`config.mk`:
```
export PLATFORM = sky130hd
export DESIGN_NAME = tc_timer16
export DESIGN_NICKNAME = d
export VERILOG_FILES = /design/src/tc_pkg.sv /design/src/tc_sync2.sv /design/src/tc_prescale.sv /design/src/tc_timer16.sv
export VERILOG_INCLUDE_DIRS = /design/src
export SDC_FILE = /design/constraint.sdc
export NUM_CORES = 1
export LEC_CHECK = 0
export BUFFER_PORTS_ARGS = -buffer_cell sky130_fd_sc_hd__buf_2
export CAP_MARGIN = 20
export CORE_UTILIZATION = 60
export CTS_CLUSTER_DIAMETER = 30
export CTS_CLUSTER_SIZE = 8
export DETAILED_ROUTE_END_ITERATION = 8
export HOLD_SLACK_MARGIN = 0.15
export PLACE_DENSITY = 0.83
export REMOVE_ABC_BUFFERS = 1
export SYNTH_ARGS = -nofsm -noshare
export SYNTH_HDL_FRONTEND = slang
export SYNTH_SLANG_ARGS = --single-unit
```
`constraint.sdc`:
```
create_clock -name clk -period 4.2 [get_ports clk]
set_input_delay 0.21 -clock clk [delete_from_list [all_inputs] [get_ports clk]]
set_output_delay 0.21 -clock clk [all_outputs]
set_load 0.03 [all_outputs]
```
`src/tc_map.svh`:
```
// Register offsets, field positions, reset values and rates for the timer
//------------------------------------------------------------------------
// What this block does
// Sixteen-bit count in high and low bytes, counts up and wraps to zero.
// Wrap from all ones sets overflow flag, held until software clears it.
// Overflow interrupt raised only while overflow enable bit zero is set.
// Source select zero counts clock divided by four; one counts edges.
// Counts only while run enable is set; clear stops and holds count.
// Compare unit reset input clears the count, except in asynchronous counter mode.
// Oscillator enable forces both pins to inputs, ignoring direction.
// Counter mode takes oscillator pin if oscillator enabled, else clock pin.
// Sync bit ignored in timer mode; in counter mode zero means synchronise.
// Synchronised counter mode synchronises after the prescaler stage; here both pins are synchronised ahead of the prescaler.
// Sleep in synchronised counter mode stops count, prescaler keeps going.
// After enabling counter mode, one falling edge needed before counting.
// Asynchronous counter mode keeps counting in sleep and can interrupt.
// Count not offered as capture or compare time base in async mode.
// Byte reads return a valid value while the external clock runs.
// Software should stop the counter before writing the count.
// Software must allow for low byte wrap between two byte reads.
// Prescale codes 11, 10, 01, 00 divide by 8, 4, 2, 1.
// Control bits 7 and 6 read as zero and ignore writes.
// Writing either count byte clears the prescaler.
// Power-on reset clears control: stopped, divide by one.
// Count write beats compare reset; compare reset never sets the flag.
//------------------------------------------------------------------------
`ifndef TC_MAP_SVH
`define TC_MAP_SVH

// Register offsets
`define TC_ADDR_FLAG   8'h0C
`define TC_ADDR_LOW    8'h0E
`define TC_ADDR_HIGH   8'h0F
`define TC_ADDR_CTRL   8'h10
`define TC_ADDR_IE     8'h8C

// Field positions and reset values
`define TC_FLAG_BIT    0
`define TC_IE_BIT      0
`define TC_CTRL_RESET  6'h00
`define TC_COUNT_MAX   16'hFFFF

// Timer mode rate: oscillator clock divided by four
`define TC_OSCILLATOR_CLOCK_DIV    4

`endif

```
`src/tc_pkg.sv`:
```
// Types shared by the sixteen-bit timer and its helpers
package tc_pkg;

    // Control register fields, bit 5 down to bit 0
    typedef struct packed {
        logic [1:0] prescale_select;     // hi, lo
        logic       oscillator_enable;
        logic       external_sync_bypass_n;
        logic       clock_source_select;
        logic       run_enable;
    } tc_ctrl_t;

    // Register port request from the processor
    typedef struct packed {
        logic [7:0] addr;
        logic [7:0] wdata;
        logic       wr;
        logic       rd;
    } tc_bus_t;

    // Counter-mode arming after enable
    typedef enum logic [1:0] {
        TC_ARM_OFF  = 2'b00,
        TC_ARM_WAIT = 2'b01,
        TC_ARM_LIVE = 2'b10
    } tc_arm_t;

    // Divide mask for a prescale code: ratio minus one
    function automatic logic [2:0] tc_ps_mask(input logic [1:0] sel);
        case (sel)
            2'h0:    tc_ps_mask = 3'h0;
            2'h1:    tc_ps_mask = 3'h1;
            2'h2:    tc_ps_mask = 3'h3;
            default: tc_ps_mask = 3'h7;
        endcase
    endfunction

endpackage

```
`src/tc_sync2.sv`:
```
// Two-stage synchroniser for pin inputs
`timescale 1ns/1ps
module tc_sync2 #(
    parameter int W = 2
) (
    input  wire logic         clk,       // System clock
    input  wire logic         srst,      // Synchronous reset
    input  wire logic [W-1:0] async_in,  // Pin levels
    output logic      [W-1:0] sync_out   // Levels on clk
);
    typedef struct packed {
        logic [W-1:0] s1;
        logic [W-1:0] s2;
    } tc_sync_st_t;

    tc_sync_st_t st;
    tc_sync_st_t next_st;

    // First stage feeds only the second
    always_comb begin
        next_st    = st;
        next_st.s1 = async_in;
        next_st.s2 = st.s1;
    end

    always_ff @(posedge clk) begin
        if (srst) begin
            st <= '0;
        end else begin
            st <= next_st;
        end
    end

    assign sync_out = st.s2;
endmodule

```
`src/tc_prescale.sv`:
```
// Two-bit selectable prescaler, divide by 1, 2, 4 or 8
`timescale 1ns/1ps
module tc_prescale (
    input  wire logic       clk,    // System clock
    input  wire logic       srst,   // Synchronous reset
    input  wire logic       clear,  // Count byte written
    input  wire logic       tick,   // Selected source edge
    input  wire logic [1:0] sel,    // Prescale code
    output logic            pulse   // Divided tick
);
    import tc_pkg::*;

    typedef struct packed {
        logic [2:0] cnt;
    } tc_pre_st_t;

    tc_pre_st_t st;
    tc_pre_st_t next_st;
    logic [2:0] mask;

    // Free-running like a ripple chain; taps picked by the code // R10
    assign mask  = tc_ps_mask(sel);
    assign pulse = tick && !clear && ((st.cnt & mask) == mask);

    always_comb begin
        next_st = st;
        if (clear) begin
            next_st.cnt = 3'h0;
        end else if (tick) begin
            next_st.cnt = st.cnt + 3'h1;
        end
    end

    always_ff @(posedge clk) begin
        if (srst) begin
            st <= '0;
        end else begin
            st <= next_st;
        end
    end

    // A count write restarts the divide chain
    AST_PRE_CLEAR: assert property (@(posedge clk) disable iff (srst)
        clear |=> st.cnt == 3'h0)
        else $error("prescaler not cleared by count write");
endmodule

```
`src/tc_timer16.sv`:
```
// Sixteen-bit timer/counter with prescaler, overflow flag and register port
//
// Our own choice: strobed register access.
`timescale 1ns/1ps
`include "tc_map.svh"
module tc_timer16 (
    input  wire logic        clk,           // System clock, 50 MHz
    input  wire logic        srst,          // Power-on reset
    input  tc_pkg::tc_bus_t  bus,           // Register request
    output logic [7:0]       rdata,         // Read data, next cycle
    input  wire logic        cmp_reset,     // Compare unit trigger
    input  wire logic        sleep,         // Processor asleep
    input  wire logic        osc_in_pin,    // Oscillator input pin
    input  wire logic        ext_clk_pin,   // External clock pin
    input  wire logic [1:0]  port_dir,      // Direction bits, 1 = input
    output logic             irq,           // Overflow interrupt
    output logic [1:0]       pin_oe,        // Port pin output enables
    output logic             time_base_ok   // Usable by capture/compare
);
    import tc_pkg::*;

    //--------------------------------------------------------------------
    // State
    //--------------------------------------------------------------------
    typedef struct packed {
        logic [15:0] count;
        tc_ctrl_t    ctrl;
        logic        flag;
        logic        ie;
        tc_arm_t     arm;
        logic [1:0]  fdiv;
        logic        ext_prev;
        logic [7:0]  rdata;
        logic        irq;
        logic [1:0]  pin_oe;
        logic        tb_ok;
    } tc_state_t;

    tc_state_t st;
    tc_state_t next_st;

    //--------------------------------------------------------------------
    // Decode helpers
    //--------------------------------------------------------------------
    function automatic logic tc_hit(input tc_bus_t b, input logic [7:0] a);
        tc_hit = (b.addr == a);
    endfunction

    logic       wr_low;
    logic       wr_high;
    logic       wr_count;
    logic       wr_ctrl;
    logic       wr_flag;
    logic       wr_ie;
    logic [1:0] pins_sync;
    logic       ext_now;
    logic       ext_rise;
    logic       ext_fall;
    logic       counter_mode;
    logic       async_mode;
    logic       oscillator_clock_tick;
    logic       pre_tick;
    logic       pre_pulse;
    logic       inc;
    logic       wrap;
    logic       cmp_take;

    assign wr_low   = bus.wr && tc_hit(bus, `TC_ADDR_LOW);
    assign wr_high  = bus.wr && tc_hit(bus, `TC_ADDR_HIGH);
    assign wr_count = wr_low || wr_high;
    assign wr_ctrl  = bus.wr && tc_hit(bus, `TC_ADDR_CTRL);
    assign wr_flag  = bus.wr && tc_hit(bus, `TC_ADDR_FLAG);
    assign wr_ie    = bus.wr && tc_hit(bus, `TC_ADDR_IE);

    //--------------------------------------------------------------------
    // Pin synchronisers
    //--------------------------------------------------------------------
    // Both pins pass two flops; reads and edges see only the settled
    // value, so a byte read never catches a half-updated count
    tc_sync2 #(
        .W (2)
    ) tc_sync2_inst (
        .clk      (clk),
        .srst     (srst),
        .async_in ({osc_in_pin, ext_clk_pin}),
        .sync_out (pins_sync)
    );

    //--------------------------------------------------------------------
    // Clock source selection
    //--------------------------------------------------------------------
    // Sync bit only matters once the external source is selected
    assign counter_mode = st.ctrl.clock_source_select;
    assign async_mode   = counter_mode &&
                          st.ctrl.external_sync_bypass_n;

    // External source: oscillator pin when enabled, else clock pin
    assign ext_now  = st.ctrl.oscillator_enable ? pins_sync[1]
                                                : pins_sync[0];
    assign ext_rise = ext_now && !st.ext_prev;
    assign ext_fall = !ext_now && st.ext_prev;

    // Instruction-cycle enable: one pulse in four system clocks
    assign oscillator_clock_tick = (st.fdiv == 2'(`TC_OSCILLATOR_CLOCK_DIV - 1));

    //--------------------------------------------------------------------
    // Prescaler input
    //--------------------------------------------------------------------
    // Counter mode only ticks once armed by a falling edge, so a pin
    // already high at enable does not give a phantom first count.
    // The ripple prescaler is modelled as a counter stepped by edge
    // enables; it sits ahead of the count, as the synchronised path
    // expects, and no extra clock domain is created
    assign pre_tick = st.ctrl.run_enable &&
                      (counter_mode ? (ext_rise &&
                                       st.arm == TC_ARM_LIVE)
                                    : oscillator_clock_tick);

    tc_prescale tc_prescale_inst (
        .clk   (clk),
        .srst  (srst),
        .clear (wr_count),
        .tick  (pre_tick),
        .sel   (st.ctrl.prescale_select),
        .pulse (pre_pulse)
    );

    //--------------------------------------------------------------------
    // Count enable
    //--------------------------------------------------------------------
    // Sleep gates the increment outside async mode, so only the async path keeps
    // counting; the prescaler still sees every edge meanwhile
    assign inc = pre_pulse && (!sleep || async_mode);

    // Compare trigger is unreliable against an async count, and a
    // count write always beats it
    assign cmp_take = cmp_reset && !async_mode && !wr_count;

    // Wrap only by counting, never by a write or a compare clear
    assign wrap = inc && !cmp_take && !wr_count &&
                  (st.count == `TC_COUNT_MAX);

    //--------------------------------------------------------------------
    // Read multiplexer
    //--------------------------------------------------------------------
    // Unmapped offsets read zero; upper control bits are not stored.
    // Reading the settled copy keeps each byte valid mid-count
    function automatic logic [7:0] tc_read(input logic [7:0] a,
                                           input tc_state_t s);
        logic [7:0] d;
        d = 8'h00;
        case (a)
            `TC_ADDR_LOW:  d = s.count[7:0];
            `TC_ADDR_HIGH: d = s.count[15:8];
            `TC_ADDR_CTRL: d = {2'h0, s.ctrl};
            `TC_ADDR_FLAG: d = {7'h00, s.flag};
            `TC_ADDR_IE:   d = {7'h00, s.ie};
            default:       d = 8'h00;
        endcase
        tc_read = d;
    endfunction

    //--------------------------------------------------------------------
    // Next state
    //--------------------------------------------------------------------
    always_comb begin
        next_st = st;

        // Instruction-cycle divider runs free from reset
        next_st.fdiv     = st.fdiv + 2'h1;
        next_st.ext_prev = ext_now;

        // Control register; bits 7 and 6 are dropped
        if (wr_ctrl) begin
            next_st.ctrl = tc_ctrl_t'(bus.wdata[5:0]);
        end
        if (wr_ie) begin
            next_st.ie = bus.wdata[`TC_IE_BIT];
        end

        // Arming: a fresh enable in counter mode waits for a fall
        if (!next_st.ctrl.run_enable ||
            !next_st.ctrl.clock_source_select) begin
            next_st.arm = TC_ARM_OFF;
        end else begin
            case (st.arm)
                TC_ARM_OFF: begin
                    next_st.arm = TC_ARM_WAIT;
                end
                TC_ARM_WAIT: begin
                    if (ext_fall) begin
                        next_st.arm = TC_ARM_LIVE;
                    end
                end
                TC_ARM_LIVE: begin
                    next_st.arm = TC_ARM_LIVE;
                end
                default: begin
                    next_st.arm = TC_ARM_OFF;
                end
            endcase
        end

        // Count: byte writes beat the compare clear, which beats counting.
        // A write that lands on an increment loses the increment; software
        // should stop the counter first, and pair two byte reads with care
        // since the low byte can wrap into the high byte between them
        if (wr_count) begin
            if (wr_low) begin
                next_st.count[7:0] = bus.wdata;
            end
            if (wr_high) begin
                next_st.count[15:8] = bus.wdata;
            end
        end else if (cmp_take) begin
            next_st.count = 16'h0000;
        end else if (inc) begin
            next_st.count = st.count + 16'h0001;
        end

        // Hardware set wins over a software clear in the same cycle
        if (wr_flag) begin
            next_st.flag = bus.wdata[`TC_FLAG_BIT];
        end
        if (wrap) begin
            next_st.flag = 1'b1;
        end

        // Read data stands only in the cycle after the strobe
        next_st.rdata = bus.rd ? tc_read(bus.addr, st) : 8'h00;

        // Output flops follow the new state so they never lag it
        next_st.irq    = next_st.flag && next_st.ie;
        next_st.pin_oe = next_st.ctrl.oscillator_enable ? 2'h0
                                                         : ~port_dir;
        next_st.tb_ok  = !(next_st.ctrl.clock_source_select &&
                           next_st.ctrl.external_sync_bypass_n);
    end

    //--------------------------------------------------------------------
    // State register
    //--------------------------------------------------------------------
    // Only power-on reset reaches here; apart from the compare reset
    // clearing the count, no other reset touches the count or the control register
    always_ff @(posedge clk) begin
        if (srst) begin
            st      <= '0;
            st.ctrl <= tc_ctrl_t'(`TC_CTRL_RESET);
        end else begin
            st <= next_st;
        end
    end

    // Every output comes straight from a flop
    assign rdata        = st.rdata;
    assign irq          = st.irq;
    assign pin_oe       = st.pin_oe;
    assign time_base_ok = st.tb_ok;

    //--------------------------------------------------------------------
    // Assertions
    //--------------------------------------------------------------------
    // A counted wrap always leaves the flag set
    AST_WRAP_FLAG: assert property (@(posedge clk) disable iff (srst)
        wrap |=> st.flag)
        else $error("overflow flag not set after wrap");

    // Flag holds until software writes it
    AST_FLAG_HOLD: assert property (@(posedge clk) disable iff (srst)
        st.flag && !wr_flag |=> st.flag)
        else $error("overflow flag dropped on its own");

    // Interrupt is exactly flag masked by the enable
    AST_IRQ_MASK: assert property (@(posedge clk) disable iff (srst)
        irq == (st.flag && st.ie))
        else $error("interrupt does not follow flag and enable");

    // Timer mode steps only on the instruction-cycle enable
    AST_TIMER_RATE: assert property (@(posedge clk) disable iff (srst)
        !counter_mode && !oscillator_clock_tick |-> !pre_tick)
        else $error("timer ticked off the instruction cycle");

    // Stopped and untouched, the count holds
    AST_STOP_HOLD: assert property (@(posedge clk) disable iff (srst)
        !st.ctrl.run_enable && !wr_count && !cmp_take
        |=> st.count == $past(st.count))
        else $error("count moved while stopped");

    // Compare trigger clears the count outside async mode
    AST_CMP_CLEAR: assert property (@(posedge clk) disable iff (srst)
        cmp_take |=> st.count == 16'h0000)
        else $error("compare trigger did not clear count");

    // Oscillator enable takes both pins away from the port drivers
    AST_OSC_INPUTS: assert property (@(posedge clk) disable iff (srst)
        st.ctrl.oscillator_enable |-> pin_oe == 2'h0)
        else $error("oscillator pins still driven");

    // Oscillator enable picks the oscillator input pin
    AST_SRC_PIN: assert property (@(posedge clk) disable iff (srst)
        st.ctrl.oscillator_enable
        |-> ext_now == pins_sync[1])
        else $error("wrong external source pin");

    // Timer mode is never asynchronous, whatever the sync bit says
    AST_SYNC_IGNORED: assert property (@(posedge clk) disable iff (srst)
        !counter_mode
        |-> !async_mode)
        else $error("sync bit acted in timer mode");

    // No increment until the arming fall has been seen
    AST_ARM_FALL: assert property (@(posedge clk) disable iff (srst)
        counter_mode && st.arm != TC_ARM_LIVE |-> !pre_tick)
        else $error("counter ticked before a falling edge");

    // Asleep in synchronised counter mode the count stands still
    AST_SLEEP_HOLD: assert property (@(posedge clk) disable iff (srst)
        sleep && counter_mode && !async_mode && !wr_count && !cmp_take
        |=> st.count == $past(st.count))
        else $error("count moved in sleep without async mode");

    // Async mode keeps counting through sleep
    AST_ASYNC_SLEEP: assert property (@(posedge clk) disable iff (srst)
        async_mode && sleep && pre_pulse |-> inc)
        else $error("async count stopped in sleep");

    // Async mode never offers the count as a time base
    AST_ASYNC_BASE: assert property (@(posedge clk) disable iff (srst)
        async_mode |-> !time_base_ok)
        else $error("async count offered as time base");

    // Read data is zero outside the cycle after a read strobe
    AST_READ_ONE: assert property (@(posedge clk) disable iff (srst)
        !$past(bus.rd) |-> rdata == 8'h00)
        else $error("read data outside its cycle");

    // Upper control bits always read as zero
    AST_CTRL_TOP: assert property (@(posedge clk) disable iff (srst)
        bus.rd && bus.addr == `TC_ADDR_CTRL
        |=> rdata[7:6] == 2'h0)
        else $error("upper control bits read as one");

    // A count write beats a coincident compare trigger
    AST_WRITE_WINS: assert property (@(posedge clk) disable iff (srst)
        wr_low && cmp_reset && !async_mode
        |=> st.count[7:0] == $past(bus.wdata))
        else $error("compare trigger beat a count write");
endmodule

```
==> results.md <==
Route:
- The detailed router placed 2481 vias in this run.
- The first TritonRoute pass finished after 5 iterations.
- The final wirelength is 6500 µm.
- The antenna violation net count after detailed routing is 0.
- The number of DRC markers after the initial detailed-route iteration is 457.
- The routed wirelength normalized by instance count is 17.2 µm.
- The number of vias per cell after detailed routing is 6.56.
- The DRC violation count after routing is 0.

Final layout:
- 0 antenna diodes ended up in the layout.
- The most common cell after layout, fill and taps aside is dfxtp_1.
- The layout filler cell count is 353.
- Once layout is done, the placed cells without fillers occupy approximately 0.0028 mm².
- After the last flow step, the layout net total stands at 359.
- The utilization of the core after routing is 0.692.
- In the layout the commonest cells are dfxtp_1 (48), buf_2 (38), nand2_1 (32).
- The signed area change from the synthesized netlist to the final layout is 9.73%.
- In the final layout, the share of cells above drive strength 1 is 0.180.

Worst setup path:
- The worst setup path is launched from a flip-flop.
- In this run the critical register-to-register path is captured at st[30]$_SDFFE_PP0P_.
- Traced cell by cell, the critical path runs through inv_1 -> ha_1 -> nand2b_1 -> o32a_4 -> o31ai_2 -> nand2_1 -> o32ai_1.
- The number of cells on the worst reg-to-reg path is 7.
- STA puts the critical path data required time at 4.41 ns.
- The launch point of the critical path is st[15]$_SDFFE_PP0P_.
- The critical register-to-register path startpoint is st[15]$_SDFFE_PP0P_.
- Along the worst path, the maximum fanout reaches 14.
- The number of buffers and inverters on the critical path is 1.
- The critical path in this run is classified as reg -> reg.
- The cell type group with the largest total delay on the critical path is compound AO/OA/AOI/OAI gates.
- The worst stage delay on the critical path is 0.91 ns.
- The worst setup path is captured at a flip-flop.
- For this design, the slowest cell found on the critical path is o31ai_2.
- The setup check on the worst reg-to-reg path leaves a slack of between 1.5 and 2 ns.
- Data on the critical path arrives at its endpoint at 2.80 ns.

STA:
- Derived from the worst setup path, the maximum achievable clock frequency is 386 MHz.
- In the finished design, the share of the clock period the worst path needs comes to 0.617.
- Summed over all failing endpoints, the final setup total negative slack is 0 ns.
- For the pin with the worst max-slew slack, the measured transition is about 1.1 ns.
- The final worst clock skew is 0.00805 ns.
- The smallest hold slack is 0.187 ns.
- The number of pins with negative max-slew slack in the final report is 0.
- The worst relative slew slack is 0.293.
- Setup repair after global routing left no endpoint under its margin.
- The final-report hold violation count came to 0.
- The number of endpoints failing setup at the final stage is 0.
- The time the final worst path needs with I/O delays and setup is 2.59 ns.

Die:
- The initialized floorplan defines 23 standard-cell rows.
- The number of top-level pins is 38.
- The die covers 0.00453 mm².
- Measured along the y axis, the die boundary spans 67.3 µm.
- The total core area is around 0.004 mm².
- The initial core utilization is 0.631.
- In this run the horizontal extent of the chip is 67.3 µm.

Yosys:
- A synthesized cell averages 8.47 µm².
- Synthesis produced about 300 cells.
- The main flop type after synthesis is dfxtp_1.
- Synthesis inferred 48 register bits.
- The number of distinct library cells after synthesis is 54.
- The cell area after synthesis is 0.00256 mm².
- The sequential element share of the synthesized area is 0.376.
- The synthesis warning total is 0.
- Yosys mapped a number of flops with a built-in enable equal to 0.
- After synthesis, the share of flip-flops with an asynchronous set or reset is 0.

Global route:
- The maximum number of pins on one net before global-route repair is 34.
- The number of global-route vias before repair is about 2100.
- For met2 alone, demand over resource in global routing was 0.483.
- The met3 capacity usage during global routing is 0.0608.
- The first global-routing pass estimated 10600 µm of wire.
- The aggregate global routing overflow is 0.
- After global routing, the most crowded layer is met2.
- The initial antenna violation count was 0.
- For this run, the total global-route usage over all layers was measured as 0.315.
- The routing usage on met1 is 0.435.

Outcome:
- The flow ran to the end, and the final reports show no timing, DRC or antenna violations.

Power and ir drop:
- The total power is 0.828 mW.
- Across the VDD grid, the largest voltage drop is 0.187 mV.
- For this design the ratio of total power to cell area is 295 mW/mm².
- In this run the static leakage power is roughly 1.0 nW.

Clock tree:
- The buffer levels on the longest clock path is 2.
- The setup fix buffers added after clock tree synthesis is 0.
- In this run, CTS created clock tree buffers numbering 5.
- The clock root buffer master is clkbuf_8.
- The clock-pin slew of the registers on the worst-case setup and hold paths is 0.08 ns.
- The maximum level of the CTS H-tree is 2.
- The clock latency on the worst-skew pair is 0.31 ns.
- The sink count of the clock tree is 48.
- TritonCTS built the clock tree.

Worst hold path:
- The endpoint with the worst hold slack is st[24]$_SDFFE_PP0P_.
- The worst hold path belongs to the class in -> reg.
- The number of cells on the worst hold path is 3.
- The worst hold path begins at bus[7].

Flow run:
- Across the run, the number of max-cap violations was 0.

Placed design:
- The total cell area at the placement stage is 0.00267 mm².
- The number of port buffers is 37.
- The final RePlAce weighted congestion is 0.968.
- Summed over all nets, the half-perimeter wirelength after detailed placement is 4530 µm.
-- layout make-up --
type / count / area, µm² / area share
repair buffers: 43 / 238 / 0.0847
inverters: 8 / 30.0 / 0.0107
clock buffers: 6 / 82.6 / 0.0294
flip-flops and latches: 48 / 961 / 0.342
multi-input cells: 221 / 1420 / 0.507
clock inverters: 2 / 10.0 / 0.00357
well taps: 50 / 62.6 / 0.0223
-- power breakdown --
group / leakage, nW / switching (mW) / internal (mW) / total (mW)
registers: 0.390 / 0.00832 / 0.464 / 0.472
clock network: 0.0510 / 0.156 / 0.132 / 0.287
logic: 0.598 / 0.0422 / 0.0262 / 0.0684
total: 1.04 / 0.206 / 0.622 / 0.828
-- logic make-up after synthesis --
| family | count (synthesis) | synth area share |
|---|---|---|
| DFF | 48 | 0.376 |
| buffers and inverters | 33 | 0.0680 |
| and+or+nand+nor | 115 | 0.233 |
| AOI/OAI and AO/OA | 82 | 0.226 |
| muxes | 11 | 0.0445 |
| adders and majority gates | 6 | 0.0293 |
| xor gates and xnor gates | 7 | 0.0240 |
-- worst min-delay path, delay by kind of cell --
kind / cells / cell delay [ns]
compound gates: 1 / 0.05
buf+inv: 1 / 0.12
simple gates: 1 / 0.06
-- sequential cells by signal, summed over array words and instances, names as in the netlist --
signal / count
rdata: 8
counter_mode: 1
tc_prescale_inst.st: 3
irq: 1
time_base_ok: 1
tc_sync2_inst.next_st: 2
tc_sync2_inst.sync_out: 2
pin_oe: 2
st: 28
-- how the worst max path moves through the flow --
stage,endpoint,slack [ns],cells after the start
after floorplan,st[32]$_SDFFE_PP0P_,2.14,7
final,st[30]$_SDFFE_PP0P_,1.61,7
after global routing,st[30]$_SDFFE_PP0P_,1.40,7
after global placement,st[32]$_SDFFE_PP0P_,1.83,7
after detailed placement,st[30]$_SDFFE_PP0P_,1.65,7
after CTS,st[30]$_SDFFE_PP0P_,1.62,7
-- timing repair --
item | in CTS | in global routing
gates resized for setup | 0 | 0
hold buffers | 3 | 1
endpoints found under the setup margin | 0 | 0
endpoints found under the hold margin | 3 | 1
-- synth_stat cells (4+ instances only) --
cell type | n | area [µm²]
mux2i_1 | 8 | 80.1
buf_2 | 4 | 20.0
nor2_1 | 14 | 52.6
nor2b_1 | 6 | 37.5
dfxtp_1 | 48 | 961
ha_1 | 6 | 75.1
buf_4 | 10 | 75.1
and3_1 | 4 | 25.0
nor3_1 | 19 | 95.1
nand3_1 | 13 | 65.1
xor2_1 | 5 | 43.8
clkbuf_1 | 8 | 30.0
nand4_1 | 5 | 31.3
a22oi_1 | 7 | 52.6
nand2_1 | 32 | 120
a211oi_1 | 6 | 45.0
a21oi_1 | 22 | 110
inv_1 | 8 | 30.0
nor4_1 | 7 | 43.8
a31oi_1 | 4 | 25.0
o21ai_0 | 14 | 70.1
-- metal layers --
metal | part of all wire | up-vias
met5 | 0 | -
met4 | 0.034 | 0
met3 | 0.10 | 34
met2 | 0.45 | 172
met1 | 0.41 | 1113
li1 | - | 1162
-- per-stage QoR --
step                      setup slack (ns)  std cells
after floorplan                       2.14        277
after global placement                1.83        365
after detailed placement              1.65        365
after CTS                             1.62        376
after global routing                  1.40        378
final                                 1.61        378
Note: power is estimated with default switching activity, not from simulation.
